<file path="config.mk">
export PLATFORM = sky130hd
export DESIGN_NAME = csc_clock_select
export DESIGN_NICKNAME = d
export VERILOG_FILES = /design/src/shared/csc_pkg.sv /design/src/design/csc_clock_select.sv
export SDC_FILE = /design/constraint.sdc
export NUM_CORES = 1
export LEC_CHECK = 0
export ABC_AREA = 1
export BUFFER_PORTS_ARGS = -buffer_cell sky130_fd_sc_hd__buf_2
export CAP_MARGIN = 40
export CORE_MARGIN = 8
export CORE_UTILIZATION = 56
export CTS_CLUSTER_SIZE = 24
export DETAILED_ROUTE_END_ITERATION = 8
export GPL_ROUTABILITY_DRIVEN = 0
export PLACE_DENSITY = 0.81
export REMOVE_ABC_BUFFERS = 1
export SYNTH_ARGS = -nofsm -noshare
export SYNTH_HDL_FRONTEND = slang
export SYNTH_SLANG_ARGS = --single-unit
export TNS_END_PERCENT = 5
</file>
<file path="constraint.sdc">
create_clock -name pclk -period 3.5 [get_ports pclk]
set_clock_uncertainty 0.2 [all_clocks]
set_input_delay 0.875 -clock pclk [delete_from_list [all_inputs] [get_ports pclk]]
set_output_delay 0.875 -clock pclk [all_outputs]
set_load 0.05 [all_outputs]
</file>
<file path="src/shared/csc_pkg.sv">
package csc_pkg;

  localparam int unsigned APB_AW = 12;

  // Register offsets (byte addresses)
  localparam logic [11:0] OFS_GLOBAL_CTRL_STATUS = 12'h000;
  localparam logic [11:0] OFS_PSAVE_CS_CTRL      = 12'h004;
  localparam logic [11:0] OFS_IRQ_STATUS         = 12'h008;
  localparam logic [11:0] OFS_IRQ_MASK           = 12'h00C;

  // Global control/status fields
  localparam int unsigned GCS_CAUSE_LSB  = 6;
  localparam int unsigned GCS_FORCE_BIT  = 5;
  localparam int unsigned GCS_CLKSEL_LSB = 2;
  localparam int unsigned GCS_PRIO_LSB   = 0;

  localparam logic [1:0] CAUSE_NONE     = 2'h0;
  localparam logic [1:0] CAUSE_WATCHDOG = 2'h1;
  localparam logic [1:0] CAUSE_RESET    = 2'h3;

  // Power-save chip-select control fields
  localparam int unsigned PSC_WR_SHORT_LSB = 0;
  localparam int unsigned PSC_RD_SHORT_BIT = 2;
  localparam int unsigned PSC_SELF_TIMED   = 3;
  localparam int unsigned PSC_SLOWDIV_LSB  = 4;
  localparam logic [2:0]  SLOWDIV_MAX      = 3'h4;

  // Clock select encodings
  localparam logic [2:0] CLK_OSC8_OSC8 = 3'h0;
  localparam logic [2:0] CLK_OSC8_OSC  = 3'h1;
  localparam logic [2:0] CLK_FULL      = 3'h2;
  localparam logic [2:0] CLK_OSC2      = 3'h3;
  localparam logic [2:0] CLK_SLOW_ON   = 3'h4;
  localparam logic [2:0] CLK_SLOW_OFF  = 3'h5;
  localparam logic [2:0] CLK_OSC4      = 3'h6;
  localparam logic [2:0] CLK_OSC6      = 3'h7;

  // Reset values
  localparam logic [2:0] RST_CLKSEL = CLK_OSC8_OSC8;
  localparam logic [1:0] RST_PRIO   = 2'h0;
  localparam logic [6:0] RST_PSC    = 7'h00;

  // Interrupt status bits
  localparam int unsigned IRQ_WDT      = 0;
  localparam int unsigned IRQ_PERIODIC = 1;
  localparam int unsigned IRQ_BUSDONE  = 2;

  // Timing counts
  localparam logic [4:0] SHORT_FAST_CYC   = 5'h02;
  localparam logic [4:0] SHORT_SLOW_CYC   = 5'h01;
  localparam logic [4:0] SECOND_MIN_FAST  = 5'h04;
  localparam logic [4:0] SECOND_MIN_SLOW  = 5'h02;
  localparam logic [3:0] PERIODIC_DIV_M1  = 4'hF;

  typedef enum logic [3:0] {
    BUS_IDLE   = 4'h1,
    BUS_FIRST  = 4'h2,
    BUS_WAIT   = 4'h4,
    BUS_SECOND = 4'h8
  } csc_bus_t;

  typedef struct packed {
    logic              psel;
    logic              penable;
    logic              pwrite;
    logic [11:0]       paddr;
    logic [31:0]       pwdata;
  } csc_apb_req_t;

  typedef struct packed {
    logic              start;
    logic              write;
    logic [3:0]        waits;
  } csc_mem_req_t;

  typedef struct packed {
    logic              cs_n;
    logic              we_n;
    logic              oe_n;
  } csc_mem_pins_t;

  typedef struct packed {
    logic [1:0]        cause;
    logic [2:0]        clksel;
    logic [1:0]        prio;
    logic [6:0]        psc;
    logic [2:0]        ist;
    logic [2:0]        imask;
    logic              per_pend;
    logic [3:0]        per_cnt;
    logic [2:0]        act_sel;
    logic [3:0]        cpu_cnt;
    logic [3:0]        perclk_cnt;
    logic              cpu_tick;
    logic              per_tick;
    logic              osc_en;
    logic [3:0]        slow_cnt;
    logic [2:0]        s32;
    csc_bus_t          bst;
    logic [4:0]        rem;
    logic [4:0]        unit_len;
    logic [3:0]        wleft;
    logic              wr;
    logic              short_rd;
    logic              short_wr;
    logic              slow;
    logic              busy;
    logic              done;
    csc_mem_pins_t     pins;
    logic [31:0]       prdata;
    logic              pready;
    logic              pslverr;
    logic              irq;
  } csc_state_t;

endpackage
</file>
<file path="src/design/csc_clock_select.sv">
// Added by the designer: the APB slave port.
`timescale 1ns/1ns
// Function
// - Cause field reads 00 idle, 01 after watchdog expiry, 11 after reset.
// - Cause field never shows the value 10.
// - Reading the global register clears the cause field; writes never change it.
// - Writing one to bit 5 forces periodic interrupt pending; bit reads zero.
// - Periodic field 00 disables, 01..11 select priority levels one to three.
// - Clock select field picks CPU/peripheral divisors; 101 stops the oscillator.
// - Short chip selects only in reduced modes; never in full-speed mode.
// - Two-bit field in power-save register enables short write chip selects.
// - Short read select in divided modes lasts final two fast cycles.
// - Short read select in 32 kHz modes lasts final 32 kHz cycle.
// - Short write select spans four fast cycles, two each side of write trailing edge.
// - Short write select spans two 32 kHz cycles, one each side of write trailing edge.
// - Wait states sit between bus phases, leaving short select length unchanged.
module csc_clock_select #(
  parameter int unsigned WAIT_W = 4
) (
  input  wire logic                   pclk,
  input  wire logic                   presetn,
  input  wire csc_pkg::csc_apb_req_t  apb_req,
  output logic [31:0]                 prdata,
  output logic                        pready,
  output logic                        pslverr,
  input  wire logic                   clk32_pin,
  input  wire logic                   wdt_expire,
  input  wire logic                   periodic_ack,
  input  wire csc_pkg::csc_mem_req_t  mem_req,
  output logic                        mem_busy,
  output logic                        mem_done,
  output csc_pkg::csc_mem_pins_t      mem_pins,
  output logic                        cpu_clk_tick,
  output logic                        per_clk_tick,
  output logic                        osc_enable,
  output logic                        periodic_pending,
  output logic [1:0]                  periodic_prio,
  output logic                        irq
);
  import csc_pkg::*;

  if (WAIT_W != 4) begin : g_bad_wait_w
    $error("WAIT_W must match the mem_req waits field width of 4");
  end

  csc_state_t st;
  csc_state_t next_st;

  function automatic logic [3:0] div_of(input logic [2:0] sel, input logic cpu);
    case (sel)
      CLK_OSC8_OSC8: div_of = 4'h8;
      CLK_OSC8_OSC:  div_of = cpu ? 4'h8 : 4'h1;
      CLK_OSC2:      div_of = 4'h2;
      CLK_OSC4:      div_of = 4'h4;
      CLK_OSC6:      div_of = 4'h6;
      default:       div_of = 4'h1;
    endcase
  endfunction

  logic       edge32;
  logic       slow_act;
  logic [4:0] slow_div;
  logic       adv_clk;
  logic       adv_bus;
  logic [4:0] len2;
  logic [4:0] win;
  logic       xfer_go;
  logic       xfer_end;
  logic [2:0] irq_ev;
  logic [2:0] divsel;

  always_comb
  begin
    next_st = st;
    next_st.s32 = {st.s32[1:0], clk32_pin};
    edge32 = st.s32[1] & ~st.s32[2];
    slow_act = (st.act_sel == CLK_SLOW_ON) || (st.act_sel == CLK_SLOW_OFF);
    divsel = (st.psc[PSC_SLOWDIV_LSB +: 3] > SLOWDIV_MAX) ? SLOWDIV_MAX : st.psc[PSC_SLOWDIV_LSB +: 3];
    slow_div = 5'h01 << divsel;

    // Clock dividers; switch only when both counters wrap together
    adv_clk = slow_act ? (edge32 && ({1'b0, st.slow_cnt} == slow_div - 5'h01)) : 1'b1;
    if (edge32)
    begin
      next_st.slow_cnt = ({1'b0, st.slow_cnt} == slow_div - 5'h01) ? 4'h0 : st.slow_cnt + 4'h1;
    end
    next_st.cpu_tick = adv_clk && (st.cpu_cnt == 4'h0);
    next_st.per_tick = adv_clk && (st.perclk_cnt == 4'h0);
    if (adv_clk)
    begin
      if ((st.cpu_cnt == 4'h0) && (st.perclk_cnt == 4'h0))
      begin
        next_st.act_sel = st.clksel;
        next_st.cpu_cnt = div_of(st.clksel, 1'b1) - 4'h1;
        next_st.perclk_cnt = div_of(st.clksel, 1'b0) - 4'h1;
      end
      else
      begin
        next_st.cpu_cnt = (st.cpu_cnt == 4'h0) ? div_of(st.act_sel, 1'b1) - 4'h1 : st.cpu_cnt - 4'h1;
        next_st.perclk_cnt = (st.perclk_cnt == 4'h0) ? div_of(st.act_sel, 1'b0) - 4'h1 : st.perclk_cnt - 4'h1;
      end
    end
    next_st.osc_en = (next_st.act_sel != CLK_SLOW_OFF);

    // Memory bus cycle
    next_st.done = 1'b0;
    adv_bus = st.slow ? edge32 : 1'b1;
    len2 = st.slow ? ((st.unit_len < SECOND_MIN_SLOW) ? SECOND_MIN_SLOW : st.unit_len)
                   : ((st.unit_len < SECOND_MIN_FAST) ? SECOND_MIN_FAST : st.unit_len);
    case (st.bst)
      BUS_IDLE:
      begin
        if (mem_req.start)
        begin
          next_st.bst = BUS_FIRST;
          next_st.wr = mem_req.write;
          next_st.wleft = mem_req.waits;
          next_st.slow = slow_act;
          next_st.unit_len = slow_act ? slow_div : {1'b0, div_of(st.act_sel, 1'b1)};
          next_st.rem = next_st.unit_len;
          next_st.short_rd = st.psc[PSC_RD_SHORT_BIT] && (st.act_sel != CLK_FULL);
          next_st.short_wr = (st.psc[PSC_WR_SHORT_LSB +: 2] != 2'h0) && (st.act_sel != CLK_FULL);
        end
      end
      BUS_FIRST:
      begin
        if (adv_bus)
        begin
          if (st.rem == 5'h01)
          begin
            next_st.bst = (st.wleft != 4'h0) ? BUS_WAIT : BUS_SECOND;
            next_st.rem = (st.wleft != 4'h0) ? st.unit_len : len2;
          end
          else
          begin
            next_st.rem = st.rem - 5'h01;
          end
        end
      end
      BUS_WAIT:
      begin
        if (adv_bus)
        begin
          if (st.rem == 5'h01)
          begin
            next_st.wleft = st.wleft - 4'h1;
            next_st.bst = (st.wleft == 4'h1) ? BUS_SECOND : BUS_WAIT;
            next_st.rem = (st.wleft == 4'h1) ? len2 : st.unit_len;
          end
          else
          begin
            next_st.rem = st.rem - 5'h01;
          end
        end
      end
      BUS_SECOND:
      begin
        if (adv_bus)
        begin
          if (st.rem == 5'h01)
          begin
            next_st.bst = BUS_IDLE;
            next_st.done = 1'b1;
          end
          else
          begin
            next_st.rem = st.rem - 5'h01;
          end
        end
      end
      default:
      begin
        next_st.bst = BUS_IDLE;
      end
    endcase
    next_st.busy = (next_st.bst != BUS_IDLE);
    win = next_st.slow ? SHORT_SLOW_CYC : SHORT_FAST_CYC;
    next_st.pins.oe_n = !(next_st.busy && !next_st.wr);
    next_st.pins.we_n = !(next_st.busy && next_st.wr && !((next_st.bst == BUS_SECOND) && (next_st.rem <= win)));
    if (!next_st.busy)
    begin
      next_st.pins.cs_n = 1'b1;
    end
    else if (next_st.wr ? next_st.short_wr : next_st.short_rd)
    begin
      // Select only near the end of the second phase
      next_st.pins.cs_n = !((next_st.bst == BUS_SECOND) &&
                            (next_st.rem <= (next_st.wr ? {win[3:0], 1'b0} : win)));
    end
    else
    begin
      next_st.pins.cs_n = 1'b0;
    end

    // Periodic interrupt timer on the 32 kHz clock
    irq_ev = 3'h0;
    if (edge32 && (st.prio != 2'h0))
    begin
      next_st.per_cnt = st.per_cnt + 4'h1;
      if (st.per_cnt == PERIODIC_DIV_M1)
      begin
        irq_ev[IRQ_PERIODIC] = 1'b1;
      end
    end
    if (periodic_ack)
    begin
      next_st.per_pend = 1'b0;
    end

    // APB slave: one wait cycle, data captured at the wait edge
    xfer_go = apb_req.psel && apb_req.penable && !st.pready;
    xfer_end = apb_req.psel && apb_req.penable && st.pready;
    next_st.pready = xfer_go;
    if (xfer_go)
    begin
      next_st.pslverr = 1'b0;
      next_st.prdata = 32'h0000_0000;
      if (apb_req.paddr == OFS_GLOBAL_CTRL_STATUS)
      begin
        next_st.prdata[7:0] = {st.cause, 1'b0, st.clksel, st.prio};
      end
      else if (apb_req.paddr == OFS_PSAVE_CS_CTRL)
      begin
        next_st.prdata[6:0] = st.psc;
      end
      else if (apb_req.paddr == OFS_IRQ_STATUS)
      begin
        next_st.prdata[2:0] = st.ist;
      end
      else if (apb_req.paddr == OFS_IRQ_MASK)
      begin
        next_st.prdata[2:0] = st.imask;
      end
      else
      begin
        next_st.pslverr = 1'b1;
      end
    end
    if (xfer_end && !st.pslverr)
    begin
      if (apb_req.pwrite)
      begin
        if (apb_req.paddr == OFS_GLOBAL_CTRL_STATUS)
        begin
          next_st.clksel = apb_req.pwdata[GCS_CLKSEL_LSB +: 3];
          next_st.prio = apb_req.pwdata[GCS_PRIO_LSB +: 2];
          if (apb_req.pwdata[GCS_FORCE_BIT])
          begin
            irq_ev[IRQ_PERIODIC] = 1'b1;
          end
        end
        else if (apb_req.paddr == OFS_PSAVE_CS_CTRL)
        begin
          next_st.psc = apb_req.pwdata[6:0];
        end
        else if (apb_req.paddr == OFS_IRQ_MASK)
        begin
          next_st.imask = apb_req.pwdata[2:0];
        end
      end
      else if (apb_req.paddr == OFS_GLOBAL_CTRL_STATUS)
      begin
        // Clear only what was returned
        if (st.cause == st.prdata[GCS_CAUSE_LSB +: 2])
        begin
          next_st.cause = CAUSE_NONE;
        end
      end
      else if (apb_req.paddr == OFS_IRQ_STATUS)
      begin
        next_st.ist = st.ist & ~st.prdata[2:0];
      end
    end
    irq_ev[IRQ_WDT] = wdt_expire;
    irq_ev[IRQ_BUSDONE] = next_st.done;
    if (wdt_expire && (next_st.cause != CAUSE_RESET))
    begin
      next_st.cause = CAUSE_WATCHDOG;
    end
    if (irq_ev[IRQ_PERIODIC])
    begin
      next_st.per_pend = 1'b1;
    end
    next_st.ist = next_st.ist | irq_ev;
    next_st.irq = |(next_st.ist & next_st.imask);
  end

  always_ff @(posedge pclk or negedge presetn)
  begin
    if (!presetn)
    begin
      st <= '0;
      st.cause <= CAUSE_RESET;
      st.clksel <= RST_CLKSEL;
      st.act_sel <= RST_CLKSEL;
      st.prio <= RST_PRIO;
      st.psc <= RST_PSC;
      st.osc_en <= 1'b1;
      st.bst <= BUS_IDLE;
      st.pins <= 3'h7;
    end
    else
    begin
      st <= next_st;
    end
  end

  assign prdata = st.prdata;
  assign pready = st.pready;
  assign pslverr = st.pslverr;
  assign mem_busy = st.busy;
  assign mem_done = st.done;
  assign mem_pins = st.pins;
  assign cpu_clk_tick = st.cpu_tick;
  assign per_clk_tick = st.per_tick;
  assign osc_enable = st.osc_en;
  assign periodic_pending = st.per_pend;
  assign periodic_prio = st.prio;
  assign irq = st.irq;

  logic rd_gcs_end;
  logic short_fast_rd;
  logic short_fast_wr;
  assign rd_gcs_end = xfer_end && !apb_req.pwrite && (apb_req.paddr == OFS_GLOBAL_CTRL_STATUS) && !st.pslverr
                      && (st.cause == st.prdata[GCS_CAUSE_LSB +: 2]);
  assign short_fast_rd = st.busy && !st.slow && !st.wr && st.short_rd;
  assign short_fast_wr = st.busy && !st.slow && st.wr && st.short_wr;
endmodule // csc_clock_select

</file>
==> results.py <==
metrics = {
    "critical_path": {
        "critPathMaxStageDelay_ns": 0.57,
        "path_cells": "nand2_1 -> nor2_2 -> nand2_4 -> inv_2 -> or2_1 -> o21ai_2 -> ha_1 -> inv_1 -> ha_1 -> inv_1 -> nor2_1 -> o21a_1 -> o21ai_0 -> nand2_1 -> nand3b_1 -> nand2_1 -> nand2_1",
        "critPathLaunchType": "register",
        "path_max_fanout": 9,
        "critPathCaptureType": "register",
        "worst-r2r-cell-count": 17,
        "critPathSlowestCell": "dfstp_2",
        "crit_type": "register to register",
        "cp.arrival_ns": 3.01,
        "crit_top_cell": "nand2_1",
        "crit_required_ns": 3.59,
    },
    "route": {
        "antenna_left": 0,
        "drc": 0,
        "drtIter0Drc": 209,
        "dr_wl_met3_um": 741,
        "wl_per_cell_um": 14.5,
        "first_pass_iters": 5,
        "wl_um": 11600,
        "m1WireLength_um": 4720,
        "wl_met2_um": 5930,
        "vias_per_cell": 5.37,
        "top_layer_used": "met4",
        "vias": 4289,
    },
    "final_layout": {
        "nets": 759,
        "finalNonFillerCells": 798,
        "drive_gt1_share_pct": 19.7,
        "num_antenna_cells": 0,
        "area_growth_pct": 7.90,
        "final_common_cell": "nand2_1",
        "final_cell_mix": "nand2_1 (136), dfrtp_1 (77), inv_1 (72)",
        "final_area_um2": 5490,
        "n_fill_cell": 747,
    },
    "synthesis": {
        "synth_area_um2": 5090,
        "synth_compound_area_share_pct": 12.3,
        "synth_top_family_by_area": "simple AND/OR/NAND/NOR gates",
        "synth_area_leader_cell": "dfrtp_1",
        "synth-seq-cells": 84,
        "synthCells": 640,
        "yosys-top-cells-area": "dfrtp_1 (38%), nand2_1 (10%), buf_4 (5.8%)",
        "synth-simple-area-share_pct": 26.8,
        "synth-edff-count": 0,
        "ys.flop_type": "dfrtp_1",
        "ys_seq_area_share_pct": 41.5,
        "yosysUniqueCellTypes": 54,
        "yosys-mux-area-fraction_pct": 0.221,
        "postSynthAreaPerCell_um2": 7.95,
        "synthAdderAreaFrac_pct": 3.94,
        "synth.top_cell.area_share_pct": 37.9,
        "yosys_warnings": 0,
        "synthXorXnorAreaFrac_pct": 2.21,
        "synthArstFlopShare_pct": 100,
    },
    "place": {
        "dp_cells": 782,
        "detailed_place.area_um2": 5280,
        "place.port_buffers": 54,
        "dp_hpwl_um": 8820,
    },
    "clock_network": {
        "root_buffer": "clkbuf_8",
        "clockBufferDepth": 2,
        "cts.sinks": 84,
        "tritoncts": "done",
        "insertion_delay_ns": 0.37,
        "htree_levels": 3,
        "postCtsSetupBuffers": 0,
        "ctsHoldBuffers": 0,
        "cts-resized-gates": 0,
        "clk_pin_slew_ns": 0.10,
        "numCtsBuffers": 9,
    },
    "global_routing": {
        "antenna_found_initial": 0,
        "gr-total-overflow": 0,
        "grt_pass1_wl_um": 19800,
        "grt_pass1_vias": 4336,
        "grt_max_degree": 70,
        "grt.total_usage_pct": 18.8,
    },
    "die": {
        "io_pins": 104,
        "initial_core_util_pct": 58.0,
        "die_w_um": 111,
        "num_rows": 34,
        "dieArea_um2": 12400,
        "die_h_um": 111,
        "core_area_um2": 8760,
    },
    "flow_run": {
        "maxCapViolCount": 0,
    },
    "pwr": {
        "p_leak_nw": 2.77,
        "p_total_w": 0.00304,
        "ir_drop_mv": 0.270,
        "p_per_area_nw_per_um2": 554,
    },
    "sta": {
        "final_hold_viol_count": 0,
        "worst_pin_slew_ns": 0.500,
        "period_needed_ns": 2.92,
        "maxSlewHeadroom_pct": 66.7,
        "fmax_mhz": 343,
        "setup_viol": 0,
        "slew_violations": 0,
        "fin_setup_tns_ns": 0,
        "layout_worst_path_cycle_share_pct": 83.4,
        "rsz0062_at_grt": "no",
    },
    "worst_hold_path": {
        "hold_path_class": "input pin to asynchronous set/reset pin",
    },
    "outcome": {
        "status": "finished clean",
    },
}
==> where the power goes <==
group,internal [W],switching [W]
clock network,0.000341,0.000387
logic,0.000364,0.000759
registers,0.00110,0.0000914
==> stage by stage <==
stage                     hold slack [ns]  utilization (%)  worst slack, ns
after floorplan                     0.131                -            0.660
after global placement              0.136             60.0            0.420
after detailed placement            0.144             60.3            0.351
after CTS                           0.150             62.6            0.586
after global routing                0.153             62.6            0.328
final                               0.152             62.6            0.582
==> state kept, by name (all words and copies together) (netlist names) <==
register / count
st: 60
mem_done: 1
per_clk_tick: 1
mem_busy: 1
osc_enable: 1
cpu_clk_tick: 1
periodic_prio: 2
periodic_pending: 1
prdata: 8
pready: 1
mem_pins: 3
next_st: 2
pslverr: 1
irq: 1
==> critical path: cells and delay by family, from the launching register on <==
family / cells / cell delay (ns)
AOI/OAI and AO/OA: 3 / 0.40
adders and majority gates: 2 / 0.57
buffers and inverters: 3 / 0.22
DFF: 1 / 0.57
and+or+nand+nor: 9 / 0.89
==> logic make-up after synthesis <==
group	Yosys count
buffers and inverters	130
AND/OR/NAND/NOR	287
flip-flops	84
other	1
adder cells (fa/ha/maj)	16
XOR/XNOR	12
multiplexers	1
AO/OA/AOI/OAI	109
==> metal layers <==
metal | global-route usage, % | vias up
li1 | - | 2101
met1 | 21.9 | 2022
met2 | 32.8 | 147
met3 | 4.22 | 19
met4 | 6.93 | 0
met5 | 0 | -
==> Yosys cell counts (2+ instances only) <==
cell / instances
or2_1: 2
o311ai_0: 2
inv_1: 72
nand2_4: 2
o21ai_1: 10
o21ai_2: 5
o211ai_1: 4
inv_2: 9
nand3b_1: 2
nand3_1: 43
buf_2: 4
a31oi_1: 3
o21ai_0: 54
dfstp_2: 7
nor3_2: 3
o22ai_1: 2
nand3_2: 3
dfrtp_1: 77
nor2_4: 5
xor2_1: 6
ha_1: 16
xnor2_1: 5
o21bai_1: 2
nor2_2: 9
a22o_1: 2
nand2_2: 10
buf_4: 39
nor3_1: 5
clkbuf_1: 2
nand2_1: 136
a21oi_1: 17
o21a_1: 2
buf_6: 3
nand4_1: 8
nor2_1: 50
==> worst paths after layout <==
path                                to  slack, ns         from
min reg2reg                next_st[64]       0.16  next_st[63]
min in group pclk          next_st[64]       0.16  next_st[63]
max reg2reg                mem_pins[2]       0.58       st[58]
max                        mem_pins[2]       0.58       st[58]
max in group asynchronous   osc_enable       2.32      presetn
min                             st[47]       0.15      presetn
==> final cells by class <==
cell class | instances | area [µm²] | share of cell area (%)
clock inverters | 7 | 80.1 | 1.46
inverters | 82 | 308 | 5.61
well taps | 108 | 135 | 2.46
repair buffers | 59 | 330 | 6.02
clock buffers | 9 | 124 | 2.26
flip-flops and latches | 84 | 2110 | 38.5
multi-input cells | 449 | 2400 | 43.7
No activity file was read; power rests on OpenSTA's default activity.
